## src/shared/uhr_pkg.sv

```systemverilog
// constants shared by the serial port register block
// assumes a single 200 MHz system clock domain
package uhr_pkg;

  // ****************************************
  // register offsets
  // ****************************************
  localparam logic [2:0] UHR_OFF_DATA = 3'h0;
  localparam logic [2:0] UHR_OFF_IER = 3'h1;
  localparam logic [2:0] UHR_OFF_FCR_IIR = 3'h2;
  localparam logic [2:0] UHR_OFF_LCR = 3'h3;
  localparam logic [2:0] UHR_OFF_MCR = 3'h4;
  localparam logic [2:0] UHR_OFF_LSR = 3'h5;
  localparam logic [2:0] UHR_OFF_MSR = 3'h6;
  localparam logic [2:0] UHR_OFF_SCR = 3'h7;

  // ****************************************
  // field positions and reset values
  // ****************************************
  localparam int UHR_BANK_BIT = 7;
  localparam int UHR_IE_MS = 3;
  localparam int UHR_IE_LS = 2;
  localparam int UHR_IE_THR = 1;
  localparam int UHR_IE_RDA = 0;
  localparam logic [7:0] UHR_LSR_RESET = 8'h60;
  localparam logic [7:0] UHR_IIR_RESET = 8'h01;
  localparam logic [3:0] UHR_ID_NONE = 4'h1;
  localparam logic [3:0] UHR_ID_LINE = 4'h6;
  localparam logic [3:0] UHR_ID_RDA = 4'h4;
  localparam logic [3:0] UHR_ID_TIMEOUT = 4'hC;
  localparam logic [3:0] UHR_ID_THRE = 4'h2;
  localparam logic [3:0] UHR_ID_MODEM = 4'h0;

  // ****************************************
  // timing
  // ****************************************
  localparam int UHR_SYS_CLK_KHZ = 200000;
  localparam int UHR_PRESCALE = 13;
  // 200 MHz stands in for 24 MHz; prescaler ratio scaled to 108, giving 1.8519 MHz in place of 1.8462 MHz
  localparam int UHR_REF_CLK_KHZ = 24000;
  localparam int UHR_PRESCALE_SYS = (UHR_PRESCALE * UHR_SYS_CLK_KHZ) / UHR_REF_CLK_KHZ;
  localparam int UHR_TIMEOUT_CHARS = 4;

  typedef enum logic [1:0] {UHR_TX_IDLE, UHR_TX_SHIFT} uhr_tx_state_t;
  typedef enum logic [1:0] {UHR_RX_IDLE, UHR_RX_SHIFT} uhr_rx_state_t;

endpackage : uhr_pkg

```

## src/rtl/uhr_fifo.sv

```systemverilog
// parameterised first-in first-out buffer with valid/ready on both sides
// assumes synchronous active-low reset and one clock
`timescale 1ns/10ps
module uhr_fifo #(
  parameter int WIDTH = 8,
  parameter int DEPTH = 16
) (
  // clock and reset
  input wire logic sys_clk,
  input wire logic resetn,
  input wire logic clk_en,
  input wire logic flush,
  // fill side
  input wire logic in_valid,
  output logic in_ready,
  input wire logic [WIDTH-1:0] in_data,
  // drain side
  output logic out_valid,
  input wire logic out_ready,
  output logic [WIDTH-1:0] out_data,
  output logic [$clog2(DEPTH):0] level
);
  localparam int AW = $clog2(DEPTH);
  typedef struct packed {
    logic [AW-1:0] rd;
    logic [AW-1:0] wr;
    logic [AW:0] cnt;
  } uhr_fifo_st_t;
  uhr_fifo_st_t st, next_st;
  logic [WIDTH-1:0] mem [DEPTH];
  logic push, pop;

  assign in_ready = (st.cnt != (AW+1)'(DEPTH));
  assign out_valid = (st.cnt != '0);
  assign out_data = mem[st.rd];
  assign level = st.cnt;
  assign push = in_valid && in_ready;
  assign pop = out_valid && out_ready;

  // pointer bookkeeping
  always_comb begin
    next_st = st;
    if (flush) begin
      next_st = '0;
    end else begin
      if (push) next_st.wr = st.wr + 1'b1;
      if (pop) next_st.rd = st.rd + 1'b1;
      next_st.cnt = st.cnt + (AW+1)'(push) - (AW+1)'(pop);
    end
  end

  // storage has no reset; only pointers define content
  always_ff @(posedge sys_clk) begin
    if (!resetn) begin
      st <= '0;
    end else if (clk_en) begin
      st <= next_st;
      if (push && !flush) mem[st.wr] <= in_data;
    end
  end
endmodule : uhr_fifo

```

## src/rtl/uhr_uart.sv

```systemverilog
// serial port register block with banked map, baud generator and serialiser
// assumes host strobes already synchronous to sys_clk, one cycle per access
`timescale 1ns/10ps

// Behaviour
// [RULE1] line control bit 7 selects the bank at offsets 0 and 1
// [RULE2] offset 0: write loads transmit, read returns receive; bank set gives divisor low
// [RULE3] offset 1: interrupt enable, or divisor high when bank bit set
// [RULE4] characters shift out and in least significant bit first
// [RULE5] baud generator divides by the 16-bit divisor, giving sixteen times bit rate
// [RULE6] baud input clock is 1.8462 MHz, the device clock divided by 13; here 200 MHz divided by 108 gives 1.8519 MHz
// [RULE7] enable bit 3 raises modem-status interrupt on any modem status change
// [RULE8] enable bit 2 interrupts on overrun, parity, framing, break; software reads status
// [RULE9] enable bit 1 interrupts when the transmit holding register empties
// [RULE10] enable bit 0 interrupts on data available and, with fifos, timeout
// [RULE11] line status reads 0x60 after reset
// [RULE12] interrupt identification reads 0x01 after reset
// [RULE13] fifo control is write only; fifo use not supported during dma
// [RULE14] identification ranks line status, receive/timeout, transmit empty, modem status
// [RULE15] interrupt output high while any enabled source is pending
// [RULE16] interrupt enable bits 7 to 4 read zero and ignore writes
module uhr_uart #(
  parameter int FIFO_DEPTH = 16
) (
  // clock and reset
  input wire logic sys_clk,
  input wire logic resetn,
  input wire logic clk_en,
  // host register port
  input wire logic [2:0] reg_addr,
  input wire logic reg_wr,
  input wire logic reg_rd,
  input wire logic [7:0] reg_wdata,
  output logic [7:0] reg_rdata,
  input wire logic dma_active,
  // serial and modem pins
  output logic ser_out,
  input wire logic ser_in,
  input wire logic [3:0] modem_in,
  output logic [3:0] modem_out,
  // interrupt
  output logic irq
);
  import uhr_pkg::*;

  // ****************************************
  // state
  // ****************************************
  typedef struct packed {
    logic [7:0] lcr;
    logic [3:0] ier;
    logic [15:0] div;
    logic [4:0] mcr;
    logic [7:0] scr;
    logic fifo_en;
    logic [1:0] trig;
    logic [7:0] rdata;
    logic [6:0] pre_cnt;
    logic [15:0] baud_cnt;
    logic tick;
    uhr_tx_state_t tx_st;
    logic [3:0] tx_sub;
    logic [3:0] tx_bit;
    logic [10:0] tx_sh;
    logic tx_out;
    uhr_rx_state_t rx_st;
    logic [3:0] rx_sub;
    logic [3:0] rx_bit;
    logic [10:0] rx_sh;
    logic rx_prev;
    logic oe, pe, fe, bi;
    logic thre_pend;
    logic [3:0] msr_prev;
    logic [3:0] msr_delta;
    logic [9:0] to_cnt;
  } uhr_st_t;
  uhr_st_t s, n;

  logic bank;
  logic txf_in_ready, txf_out_valid, txf_pop;
  logic [7:0] txf_out_data;
  logic rxf_push, rxf_in_ready, rxf_out_valid, rxf_pop;
  logic [10:0] rxf_out_data, rxf_in_data;
  logic [$clog2(FIFO_DEPTH):0] rxf_level, txf_level;
  logic tx_flush, rx_flush;
  logic data_rdy, temt, thre, ls_pend, rda_pend, to_pend, ms_pend;
  logic [3:0] ident;
  logic [3:0] nbits;
  logic [7:0] lsr_val, msr_val;
  logic [4:0] trig_lvl;
  logic wr_data, rd_data;
  logic [7:0] rd_mux;

  assign bank = s.lcr[UHR_BANK_BIT]; // RULE1
  assign wr_data = reg_wr && reg_addr == UHR_OFF_DATA && !bank; // RULE2
  assign rd_data = reg_rd && reg_addr == UHR_OFF_DATA && !bank; // RULE2
  // fifo resets are self-clearing: only the write strobe itself flushes
  assign tx_flush = reg_wr && reg_addr == UHR_OFF_FCR_IIR && (reg_wdata[2] || !reg_wdata[0]);
  assign rx_flush = reg_wr && reg_addr == UHR_OFF_FCR_IIR && (reg_wdata[1] || !reg_wdata[0]);
  assign nbits = 4'd5 + {2'b00, s.lcr[1:0]};

  // ****************************************
  // data buffers
  // ****************************************
  // the host always goes through FIFO_DEPTH-entry buffers, even with fifos off
  uhr_fifo #(.WIDTH(8), .DEPTH(FIFO_DEPTH)) u_txf (
    .sys_clk(sys_clk), .resetn(resetn), .clk_en(clk_en), .flush(tx_flush),
    .in_valid(wr_data), .in_ready(txf_in_ready), .in_data(reg_wdata),
    .out_valid(txf_out_valid), .out_ready(txf_pop), .out_data(txf_out_data),
    .level(txf_level)
  );
  uhr_fifo #(.WIDTH(11), .DEPTH(FIFO_DEPTH)) u_rxf (
    .sys_clk(sys_clk), .resetn(resetn), .clk_en(clk_en), .flush(rx_flush),
    .in_valid(rxf_push), .in_ready(rxf_in_ready), .in_data(rxf_in_data),
    .out_valid(rxf_out_valid), .out_ready(rxf_pop), .out_data(rxf_out_data),
    .level(rxf_level)
  );
  assign rxf_pop = rd_data;
  assign data_rdy = rxf_out_valid;
  assign temt = !txf_out_valid && s.tx_st == UHR_TX_IDLE;
  assign thre = s.fifo_en ? !txf_out_valid : !txf_out_valid;
  assign txf_pop = s.tx_st == UHR_TX_IDLE && s.tick;

  // ****************************************
  // status and interrupt ranking
  // ****************************************
  always_comb begin
    case (s.trig)
      2'd0: trig_lvl = 5'd1;
      2'd1: trig_lvl = 5'd4;
      2'd2: trig_lvl = 5'd8;
      default: trig_lvl = 5'd14;
    endcase
  end
  assign lsr_val = {1'b0, temt, thre, s.bi, s.fe, s.pe, s.oe, data_rdy}; // RULE11
  assign msr_val = {modem_in, s.msr_delta};
  assign ls_pend = s.ier[UHR_IE_LS] && (s.oe || s.pe || s.fe || s.bi); // RULE8
  assign rda_pend = s.ier[UHR_IE_RDA] &&
    (s.fifo_en ? rxf_level >= ($clog2(FIFO_DEPTH)+1)'(trig_lvl) : data_rdy); // RULE10
  assign to_pend = s.ier[UHR_IE_RDA] && s.fifo_en && data_rdy &&
    s.to_cnt == '1; // RULE10
  assign ms_pend = s.ier[UHR_IE_MS] && s.msr_delta != '0; // RULE7
  // priority chain mirrors the identification table
  always_comb begin
    if (ls_pend) ident = UHR_ID_LINE; // RULE14
    else if (to_pend) ident = UHR_ID_TIMEOUT;
    else if (rda_pend) ident = UHR_ID_RDA;
    else if (s.ier[UHR_IE_THR] && s.thre_pend) ident = UHR_ID_THRE; // RULE9
    else if (ms_pend) ident = UHR_ID_MODEM;
    else ident = UHR_ID_NONE; // RULE12
  end
  assign irq = !ident[0]; // RULE15

  // ****************************************
  // register read mux
  // ****************************************
  // kept apart from the state copy so only one process writes it
  always_comb begin
    if (reg_addr == UHR_OFF_DATA) begin
      rd_mux = bank ? s.div[7:0] : rxf_out_data[7:0]; // RULE2
    end else if (reg_addr == UHR_OFF_IER) begin
      rd_mux = bank ? s.div[15:8] : {4'h0, s.ier}; // RULE3 RULE16
    end else if (reg_addr == UHR_OFF_FCR_IIR) begin
      rd_mux = {s.fifo_en, s.fifo_en, 2'b00, ident}; // RULE13
    end else if (reg_addr == UHR_OFF_LCR) begin
      rd_mux = s.lcr;
    end else if (reg_addr == UHR_OFF_MCR) begin
      rd_mux = {3'b000, s.mcr};
    end else if (reg_addr == UHR_OFF_LSR) begin
      rd_mux = lsr_val;
    end else if (reg_addr == UHR_OFF_MSR) begin
      rd_mux = msr_val;
    end else begin
      rd_mux = s.scr;
    end
  end
  assign reg_rdata = s.rdata;

  // ****************************************
  // next state
  // ****************************************
  always_comb begin
    {n.lcr, n.ier, n.div, n.mcr, n.scr, n.fifo_en, n.trig} =
      {s.lcr, s.ier, s.div, s.mcr, s.scr, s.fifo_en, s.trig};
    n.rdata = rd_mux;
    {n.pre_cnt, n.baud_cnt, n.tick} = {s.pre_cnt, s.baud_cnt, 1'b0};
    {n.tx_st, n.tx_sub, n.tx_bit, n.tx_sh, n.tx_out} =
      {s.tx_st, s.tx_sub, s.tx_bit, s.tx_sh, s.tx_out};
    {n.rx_st, n.rx_sub, n.rx_bit, n.rx_sh, n.rx_prev} =
      {s.rx_st, s.rx_sub, s.rx_bit, s.rx_sh, ser_in};
    {n.oe, n.pe, n.fe, n.bi, n.thre_pend} = {s.oe, s.pe, s.fe, s.bi, s.thre_pend};
    n.msr_prev = modem_in;
    n.msr_delta = s.msr_delta | (modem_in ^ s.msr_prev); // RULE7
    n.to_cnt = s.to_cnt;
    rxf_push = 1'b0;
    rxf_in_data = '0;
    // prescaler then divisor: 16x bit clock
    if (s.pre_cnt == 7'(UHR_PRESCALE_SYS - 1)) begin // RULE6
      n.pre_cnt = '0;
      if (s.baud_cnt >= s.div - 16'd1 || s.div == '0) begin // RULE5
        n.baud_cnt = '0;
        n.tick = 1'b1;
      end else begin
        n.baud_cnt = s.baud_cnt + 16'd1;
      end
    end else begin
      n.pre_cnt = s.pre_cnt + 7'd1;
    end
    // transmitter: start driven directly; data, parity, stop in shift register
    case (s.tx_st)
      UHR_TX_IDLE: begin
        if (txf_pop && txf_out_valid) begin
          n.tx_sh = {2'b11, ^txf_out_data ^ ~s.lcr[4], txf_out_data};
          if (s.lcr[5]) n.tx_sh[8] = ~s.lcr[4];
          n.tx_st = UHR_TX_SHIFT;
          n.tx_sub = '0;
          n.tx_bit = '0;
          n.tx_out = 1'b0;
          n.thre_pend = !(txf_level > 1); // RULE9
        end
      end
      UHR_TX_SHIFT: begin
        if (s.tick) begin
          n.tx_sub = s.tx_sub + 4'd1;
          if (s.tx_sub == 4'hF) begin
            n.tx_bit = s.tx_bit + 4'd1;
            if (s.tx_bit < nbits) n.tx_out = s.tx_sh[s.tx_bit]; // RULE4
            else if (s.tx_bit == nbits && s.lcr[3]) n.tx_out = s.tx_sh[8];
            else n.tx_out = 1'b1;
            // idle only after the last stop bit has stood a full bit time
            if (s.tx_bit == nbits + {3'b000, s.lcr[3]} + {3'b000, s.lcr[2]} + 4'd1) begin
              n.tx_st = UHR_TX_IDLE;
            end
          end
        end
      end
      default: n.tx_st = UHR_TX_IDLE;
    endcase
    // receiver: sample mid-bit, assemble lsb first
    case (s.rx_st)
      UHR_RX_IDLE: begin
        if (s.tick && !ser_in) begin
          n.rx_st = UHR_RX_SHIFT;
          n.rx_sub = 4'd1;
          n.rx_bit = '0;
          n.rx_sh = '0;
        end
      end
      UHR_RX_SHIFT: begin
        if (s.tick) begin
          n.rx_sub = s.rx_sub + 4'd1;
          if (s.rx_sub == 4'd7) begin
            n.rx_bit = s.rx_bit + 4'd1;
            if (s.rx_bit != '0) n.rx_sh[s.rx_bit - 4'd1] = ser_in; // RULE4
            if (s.rx_bit == nbits + {3'b000, s.lcr[3]} + 4'd1) begin
              n.rx_st = UHR_RX_IDLE;
              rxf_push = 1'b1;
              rxf_in_data = n.rx_sh;
              n.fe = s.fe | !ser_in; // RULE8
              n.bi = s.bi | (!ser_in && n.rx_sh == '0);
              n.pe = s.pe | (s.lcr[3] && (^n.rx_sh[7:0] ^ n.rx_sh[nbits] ^ ~s.lcr[4]));
              n.oe = s.oe | !rxf_in_ready;
              n.to_cnt = '0;
            end
          end
        end
      end
      default: n.rx_st = UHR_RX_IDLE;
    endcase
    // character timeout counts ticks while data sits unread
    if (!data_rdy || rd_data) n.to_cnt = '0;
    else if (s.tick && s.to_cnt != '1) n.to_cnt = s.to_cnt + 10'd1;
    // host writes
    if (reg_wr) begin
      if (reg_addr == UHR_OFF_DATA && bank) n.div[7:0] = reg_wdata; // RULE2
      else if (reg_addr == UHR_OFF_DATA) n.thre_pend = 1'b0;
      else if (reg_addr == UHR_OFF_IER && bank) n.div[15:8] = reg_wdata; // RULE3
      else if (reg_addr == UHR_OFF_IER) n.ier = reg_wdata[3:0]; // RULE16
      else if (reg_addr == UHR_OFF_FCR_IIR && !dma_active) begin // RULE13
        n.fifo_en = reg_wdata[0];
        n.trig = reg_wdata[7:6];
      end
      else if (reg_addr == UHR_OFF_LCR) n.lcr = reg_wdata;
      else if (reg_addr == UHR_OFF_MCR) n.mcr = reg_wdata[4:0];
      else if (reg_addr == UHR_OFF_SCR) n.scr = reg_wdata;
    end
    // read side effects; set wins over clear for new changes
    if (reg_rd && reg_addr == UHR_OFF_LSR) begin
      {n.oe, n.pe, n.fe, n.bi} = rxf_push ? {n.oe, n.pe, n.fe, n.bi} : 4'h0;
    end
    if (reg_rd && reg_addr == UHR_OFF_MSR) n.msr_delta = modem_in ^ s.msr_prev;
    if (reg_rd && reg_addr == UHR_OFF_FCR_IIR && ident == UHR_ID_THRE) n.thre_pend = 1'b0;
  end

  // reset state: lsr 0x60 and iir 0x01 follow from empty buffers
  always_ff @(posedge sys_clk) begin
    if (!resetn) begin
      s <= '0;
      s.tx_out <= 1'b1;
      s.rx_prev <= 1'b1;
    end else if (clk_en) begin
      s <= n;
    end
  end

  // loop mode holds the line idle and not broken by break control
  assign ser_out = s.mcr[4] ? 1'b1 : (s.tx_out && !s.lcr[6]);
  assign modem_out = s.mcr[3:0];
endmodule : uhr_uart

```

## config.mk

```make
export PLATFORM = sky130hd
export DESIGN_NAME = uhr_uart
export DESIGN_NICKNAME = d
export VERILOG_FILES = /design/src/shared/uhr_pkg.sv /design/src/rtl/uhr_fifo.sv /design/src/rtl/uhr_uart.sv
export SDC_FILE = /design/constraint.sdc
export NUM_CORES = 1
export LEC_CHECK = 0
export ABC_AREA = 1
export BUFFER_PORTS_ARGS = -buffer_cell sky130_fd_sc_hd__clkbuf_2
export CAP_MARGIN = 20
export CELL_PAD_IN_SITES_DETAIL_PLACEMENT = 1
export CELL_PAD_IN_SITES_GLOBAL_PLACEMENT = 1
export CORE_UTILIZATION = 53
export DETAILED_ROUTE_END_ITERATION = 10
export PLACE_DENSITY = 0.95
export SETUP_SLACK_MARGIN = 0.05
export SYNTH_ARGS = -nofsm -noshare
export SYNTH_HDL_FRONTEND = slang
export SYNTH_SLANG_ARGS = --single-unit
```

## constraint.sdc

```tcl
create_clock -name sys_clk -period 6.8 [get_ports sys_clk]
set_clock_uncertainty 0.15 [all_clocks]
set_input_delay 1.36 -clock sys_clk [delete_from_list [all_inputs] [get_ports sys_clk]]
set_output_delay 1.36 -clock sys_clk [all_outputs]
set_load 0.05 [all_outputs]
```

==> qor.csv, run 1 <==
metric,value,unit
outcome,"complete, no violations",
ys_warn_count,0,
slowest_stage,nor3b_1,
pwr-share-comb,3.4,%
critical_path_buf_inv_count,1,
dp_cells,2716,
dp_hpwl,47000,um
start_util,53.8,%
rows,71,
crit_type,reg -> reg,
post_cts_resized,0,
antenna_found_initial,6,
r2r_slack,1.77,ns
ys.flop_type,edfxtp_1,
coreArea,37700,um2
ctsHtreeMaxLevel,2,
wire_per_inst,27.7,um
clockPowerShare,46.6,%
regArea,11200,um2
p_sw_share,23.2,%
peakVddDrop,135,uV
final_cells,2800,
cts.path.max_buffers,3,
dieArea,39000,um2
gp_congestion,0.964,
synth_xor_area_share,1.90,%
syn_to_final_growth,9.90,%
drive_gt1_share,7.38,%
root_buffer,clkbuf_16,
ys_seq_area_share,55.0,%
die_y,198,um
clkTransAtPathRegs,0.06,ns
synth-simple-area-share,19.1,%
netlist-cell-type-count,55,
fillers,4307,
worst_pin_slew,1.12,ns
p_seq_share,50.0,%
cts_buffers,45,
tritoncts,yes,
routed_via_density,6.65,
synth-compound-area-share,12.6,%
fin_tns_setup,0,ns
cp_cell_sequence,nor2_1 -> nand2_1 -> nor3_1 -> nand3_1 -> nor3_1 -> inv_1 -> nor3_1 -> xor2_1 -> ha_1 -> a21oi_1 -> nor2_1 -> a211oi_1 -> nand3_1 -> nand2_1 -> nand2_1 -> nor3b_1,
cp_top_family,simple AND/OR/NAND/NOR gates,
post-route-min-period,5.03,ns
synth-seq-cells,429,
endpoint_kind,register,
grt_remaining_overflow,0,
synth_top_family_by_area,simple AND/OR/NAND/NOR gates,
synth_area,20300,um2
synthAdderAreaFrac,4.62,%
synth_edf_count,256,
fin_area,22300,um2
final_hold_viol_count,0,
maxSlewHeadroom,24.8,%
rsz0062_at_grt,no,
path_max_fanout,13,
avgSynthCellArea,9.02,um2
insertion_delay,0.60,ns
antenna_cells,0,
vias,18600,
synth_nets,2342,
grt_pass1_vias,19600,
crit_path_max_incr_delay,0.49,ns
multi_input_area,7770,um2
maxSlewViolCount,0,
cp.arrival,5.36,ns
portBuffers,35,
ios,36,
drtIter0Drc,2359,
placed_area,20800,um2
grt_use_total,40.2,%
max_freq,0.199,GHz
p_int,4.24,mW
drt_first_pass_iters,6,
netSwitchingPower,1.28,mW
final_min_period_over_clock_period,74.0,%
crit_required,7.13,ns
clock_sinks,429,
postCtsHoldBufs,0,
setup_viol,0,
syn_inst,2247,
synthMuxAreaShare,0.198,%
startpoint_type,register,
remaining_drc_errors,0,
grt_first_pass_wirelength,118000,um
leakage,8.32,nW
final_util,59.1,%
ant_nets,0,
grt_max_degree,75,
p_per_area,248,nW/um2
die_w,198,um
async_flop_share,0,%
post_cts_buffers,0,
max_cap_viol_count,0,
final_nets,2349,
wl,77600,um
min_path_type,reg -> reg,
## kinds of logic after synthesis
group | Yosys count
and+or+nand+nor | 912
AOI/OAI and AO/OA | 452
DFF | 429
buffers and inverters | 334
adders and majority gates | 73
xor gates and xnor gates | 43
muxes | 4
## power groups by stage
stage	Combinational, mW	Clock, mW	Sequential, mW
2_1_floorplan	0.101	0	2.81
3_3_place_gp	0.159	0	2.81
3_5_place_dp	0.168	0	2.82
4_1_cts	0.178	2.56	2.76
5_1_grt	0.197	2.65	2.76
6_report	0.190	2.57	2.76
## routing by layer
metal | GRT usage [%] | vias to the layer above | wire length, um
met5 | 1.28 | - | 146
met4 | 28.6 | 14 | 5870
met3 | 12.0 | 497 | 9570
met2 | 63.3 | 1547 | 35400
met1 | 47.0 | 8908 | 26600
li1 | - | 7647 | -
## layout by cell type (no fill, tap or decap), types with 5 or more instances in the layout
| cell | Yosys | routed |
|---|---|---|
| a211oi_1 | 10 | 10 |
| a21oi_1 | 146 | 146 |
| a22oi_1 | 5 | 5 |
| a31oi_1 | 8 | 8 |
| buf_4 | 15 | 19 |
| clkbuf_1 | 53 | 10 |
| clkbuf_16 | 0 | 46 |
| clkbuf_2 | 0 | 35 |
| clkbuf_8 | 0 | 5 |
| clkinv_1 | 1 | 7 |
| clkinv_2 | 0 | 6 |
| dfxtp_1 | 173 | 171 |
| edfxtp_1 | 256 | 256 |
| ha_1 | 70 | 70 |
| inv_1 | 230 | 230 |
| inv_2 | 9 | 9 |
| nand2_1 | 430 | 430 |
| nand3_1 | 140 | 140 |
| nand4_1 | 23 | 23 |
| nor2_1 | 247 | 247 |
| nor2_2 | 11 | 11 |
| nor3_1 | 26 | 26 |
| nor3_2 | 5 | 5 |
| nor3b_1 | 5 | 5 |
| o211ai_1 | 15 | 15 |
| o21ai_0 | 192 | 192 |
| o21ai_1 | 5 | 5 |
| o221ai_1 | 24 | 24 |
| o22ai_1 | 25 | 25 |
| or2_2 | 6 | 6 |
| xnor2_1 | 15 | 15 |
| xor2_1 | 27 | 27 |
## cell usage after synthesis (all sizes together), types with 10 or more instances
| cell | count | area (um2) |
|---|---|---|
| xnor2 | 15 | 131 |
| nand2 | 434 | 1640 |
| buf | 41 | 241 |
| inv | 239 | 897 |
| dfxtp | 173 | 3460 |
| o221ai | 24 | 210 |
| clkbuf | 53 | 199 |
| edfxtp | 256 | 7690 |
| nand4 | 23 | 144 |
| xor2 | 28 | 253 |
| nor3 | 32 | 196 |
| nand3 | 143 | 731 |
| a21oi | 148 | 748 |
| nor2 | 259 | 1010 |
| o21ai | 200 | 1010 |
| o22ai | 25 | 156 |
| o211ai | 15 | 113 |
| ha | 70 | 876 |
| a211oi | 10 | 75.1 |
## through the flow
stage	hold WS [ns]	setup slack, ns	total power [mW]
global route	0.337	1.62	5.61
detailed placement	0.309	2.28	2.98
finish	0.321	1.77	5.52
floorplan	0.273	2.95	2.91
CTS	0.325	2.02	5.50
global placement	0.291	2.54	2.97
## final cells by class
cell class                      instances  share of cell area [%]
Clock buffer                           61                    5.65
Clock inverter                         21                    1.03
Inverter                              240                    4.04
Multi-Input combinational cell       1484                    34.9
Sequential cell                       429                    50.1
Tap cell                              511                    2.87
Timing Repair Buffer                   54                    1.43
## state kept, by name, summed over array words and instances, names as in the netlist, named ones only
| name | flops |
|---|---|
| bank | 1 |
| lsr_val | 4 |
| modem_out | 4 |
| msr_val | 4 |
| reg_rdata | 8 |
| s | 118 |
| u_rxf.level | 5 |
| u_rxf.mem | 128 |
| u_rxf.st | 8 |
| u_txf.level | 5 |
| u_txf.mem | 128 |
| u_txf.st | 8 |
## final timing paths
path                                     startpoint                 end  cells after the start
worst max-delay path            s[117]$_SDFFE_PN0P_  s[80]$_SDFFE_PN0P_                     16
worst min register to register   s[55]$_SDFFE_PN0P_  s[55]$_SDFFE_PN0P_                      1
worst max register to register  s[117]$_SDFFE_PN0P_  s[80]$_SDFFE_PN0P_                     16
worst min-delay path             s[55]$_SDFFE_PN0P_  s[55]$_SDFFE_PN0P_                      1
Note: power is estimated with default switching activity, not from simulation.
==> run 2: changes to the inputs <==
Settings changed: ABC_AREA 1 to 0, CORE_UTILIZATION 53 to 47, PLACE_DENSITY 0.95 to 0.88.
Clock period 6.8 ns to 4.1 ns, I/O delays scaled along.
==> run 2 against run 1 <==
- sequential cell count is the same
- clock-buffer cell count down 7
- die area rose by 11%
- critical path depth stayed put
- core utilization fell by 5.2 points
- register-to-register slack got worse by 1.6 ns
- final area is 1.3% higher
- sequential share of layout area down 0.64 points
- via count shrank 27%
- first-iteration DRC count is 54% lower
- sequential power is 66% higher
- synthesized cell count fell by 28%
==> qor.csv, run 2 <==
metric,value,unit
outcome,"complete, no violations",
wl,56200,um
reg2reg_to,u_rxf.level[4]$_SDFFE_PN0P_,
final_nets,1779,
path_max_fanout,3,
grt_pass1_vias,14400,
netlist-cell-type-count,70,
reg_top3,"u_rxf.mem (128), u_txf.mem (128), s (118)",
drive_gt1_share,15.7,%
r2r_start,s[135]$_SDFFE_PN0P_,
drt_first_pass_iters,6,
async_flop_share,0,%
synth-seq-cells,429,
rsz0062_at_grt,yes,
startpoint_type,register,
total_power,9.22,mW
syn_inst,1622,
r2r_slack,0.12,ns
dp_hpwl,38000,um
cts.path.max_buffers,3,
synth_area_leaders,"edfxtp_1, dfxtp_1, mux4_2",
synth_nets,1717,
ys_warn_count,0,
dp_cells,2174,
ant_nets,0,
synth.most_common_cell,edfxtp_1,
synth_edf_count,256,
remaining_drc_errors,0,
maxSlewHeadroom,33.0,%
synth_top_area_cell,edfxtp_1,
r2r_cells,16,
cp_cell_sequence,inv_1 -> ha_1 -> fa_2 -> ha_4 -> xor2_1 -> or3_4 -> or4_4 -> nor2_4 -> ha_4 -> fa_2 -> a21oi_1 -> o21bai_1 -> xnor2_1 -> nand2_1 -> a21boi_1 -> o21a_1,
ios,36,
start_util,47.6,%
min_path_type,reg -> reg,
root_buffer,clkbuf_16,
leakage,7.43,nW
max_cap_viol_count,0,
whs_path_depth,2,
crit_type,reg -> reg,
gp_congestion,0.861,
ctsHtreeMaxLevel,2,
post-route-min-period,3.98,ns
tritoncts,yes,
cp.arrival,4.37,ns
vias,13500,
synth_commonest_cells,"edfxtp_1, dfxtp_1, nor2_1, nand2_1, nor2b_1",
cts_buffers,45,
final_cell_mix,"edfxtp_1, dfxtp_1, nor2_1",
grt_use_total,26.1,%
ys_seq_area_share,55.9,%
dieArea,43200,um2
crit_required,4.49,ns
synth_top_area_share,38.6,%
drtIter0Drc,1082,
cp_top_family,adder cells,
worst_pin_slew,0.999,ns
insertion_delay,0.59,ns
final_hold_viol_count,0,
endpoint_kind,register,
clkTransAtPathRegs,0.06,ns
syn_to_final_growth,13.2,%
portBuffers,35,
max_freq,0.251,GHz
maxSlewViolCount,0,
crit_path_max_incr_delay,0.57,ns
hold_slack,0.318,ns
postCtsHoldBufs,0,
synth_area,19900,um2
setup_viol,0,
rows,75,
fin_tns_setup,0,ns
min_from,s[48]$_SDFFE_PN0P_,
final_cells,2261,
coreArea,41900,um2
clock_sinks,429,
final_min_period_over_clock_period,97.1,%
critical_path_buf_inv_count,1,
grt_max_degree,80,
avgSynthCellArea,12.3,um2
grt_first_pass_wirelength,85900,um
slowest_stage,fa_2,
routed_via_density,5.98,
die_y,208,um
p_per_area,409,nW/um2
ys.flop_type,edfxtp_1,
wire_per_inst,24.9,um
layout_commonest_cell,edfxtp_1,
grt_remaining_overflow,0,
whs_endpoint,s[48]$_SDFFE_PN0P_,
antenna_found_initial,0,
peakVddDrop,379,uV
die_w,208,um
[run 2: cell types whose count changed after synthesis, moves of 25 or more]
cell	delta
nor2b_1	+77
o21ai_0	-126
and2_1	+34
mux4_2	+75
a21boi_0	+25
nand2_1	-301
mux2i_1	+70
a22oi_1	+28
inv_1	-187
a21oi_1	-102
nor2_1	-112
nand3_1	-101
[run 2: kinds of logic (layout without fill, tap and decap cells)]
kind of cell	after synthesis	count (layout)	synth area share, %
AOI/OAI and AO/OA	240	240	7.85
xor gates and xnor gates	72	72	3.16
adders and majority gates	74	74	4.74
buffers and inverters	127	226	2.72
DFF	429	429	55.9
muxes	151	151	12.3
other	0	1	0
and+or+nand+nor	529	529	13.3
[run 2: what timing repair did]
action                                  CTS  global route
endpoints found under the setup margin    1            74
buffers inserted                          0             2
pin swaps                                 0             4
gates resized for setup                   1            14
[run 2: cell type report]
| type | instances | area (um2) |
|---|---|---|
| fillers | 4245 | 19300 |
| inverters | 44 | 165 |
| repair buffers | 98 | 663 |
| clock buffers | 54 | 1180 |
| flip-flops and latches | 429 | 11200 |
| clock inverters | 30 | 410 |
| well taps | 539 | 674 |
| multi-input cells | 1066 | 8310 |
| diodes | 1 | 2.50 |
[run 2: metrics by stage]
| stage | area, um2 | setup slack [ns] | util (%) |
|---|---|---|---|
| after floorplan | 19900 | -0.0566 | - |
| after global placement | 20900 | 0.263 | 49.9 |
| after detailed placement | 20900 | 0.123 | 49.9 |
| after CTS | 22500 | 0.0570 | 53.7 |
| after global routing | 22600 | -0.00837 | 53.9 |
| final | 22600 | 0.118 | 53.9 |
[run 2: metal layers]
layer  GRT usage (%)  wire (um)  vias up
met2            46.7      28900      416
met5               0          0        -
met1            31.7      22700     6923
li1                -          -     6073
met4            9.14       1700        0
met3            4.32       2870      106
[run 2: power by group]
group          internal, mW  total [mW]  switching [mW]
clock network          2.59        4.36            1.78
registers              4.55        4.57          0.0159
logic                0.0833       0.286           0.202
[run 2: worst max path at each step]
stage                              from  cells after the start                           to
floorplan           s[135]$_SDFFE_PN0P_                     10    u_rxf.mem[0][0]$_DFFE_PP_
global placement    s[135]$_SDFFE_PN0P_                     11    u_rxf.mem[3][0]$_DFFE_PP_
detailed placement  s[135]$_SDFFE_PN0P_                     16  u_rxf.level[4]$_SDFFE_PN0P_
CTS                 s[135]$_SDFFE_PN0P_                     16  u_rxf.level[4]$_SDFFE_PN0P_
global route        s[135]$_SDFFE_PN0P_                     16  u_rxf.level[4]$_SDFFE_PN0P_
finish              s[135]$_SDFFE_PN0P_                     16  u_rxf.level[4]$_SDFFE_PN0P_
[run 2: worst reg2reg max path: stages, from the launching register on]
cell      delay [ns]
dfxtp_1         0.34
inv_1           0.06
ha_1            0.21
fa_2            0.57
ha_4            0.21
xor2_1          0.14
or3_4           0.36
or4_4           0.56
nor2_4          0.16
ha_4            0.16
fa_2            0.20
a21oi_1         0.08
o21bai_1        0.18
xnor2_1         0.17
nand2_1         0.10
a21boi_1        0.17
o21a_1          0.13
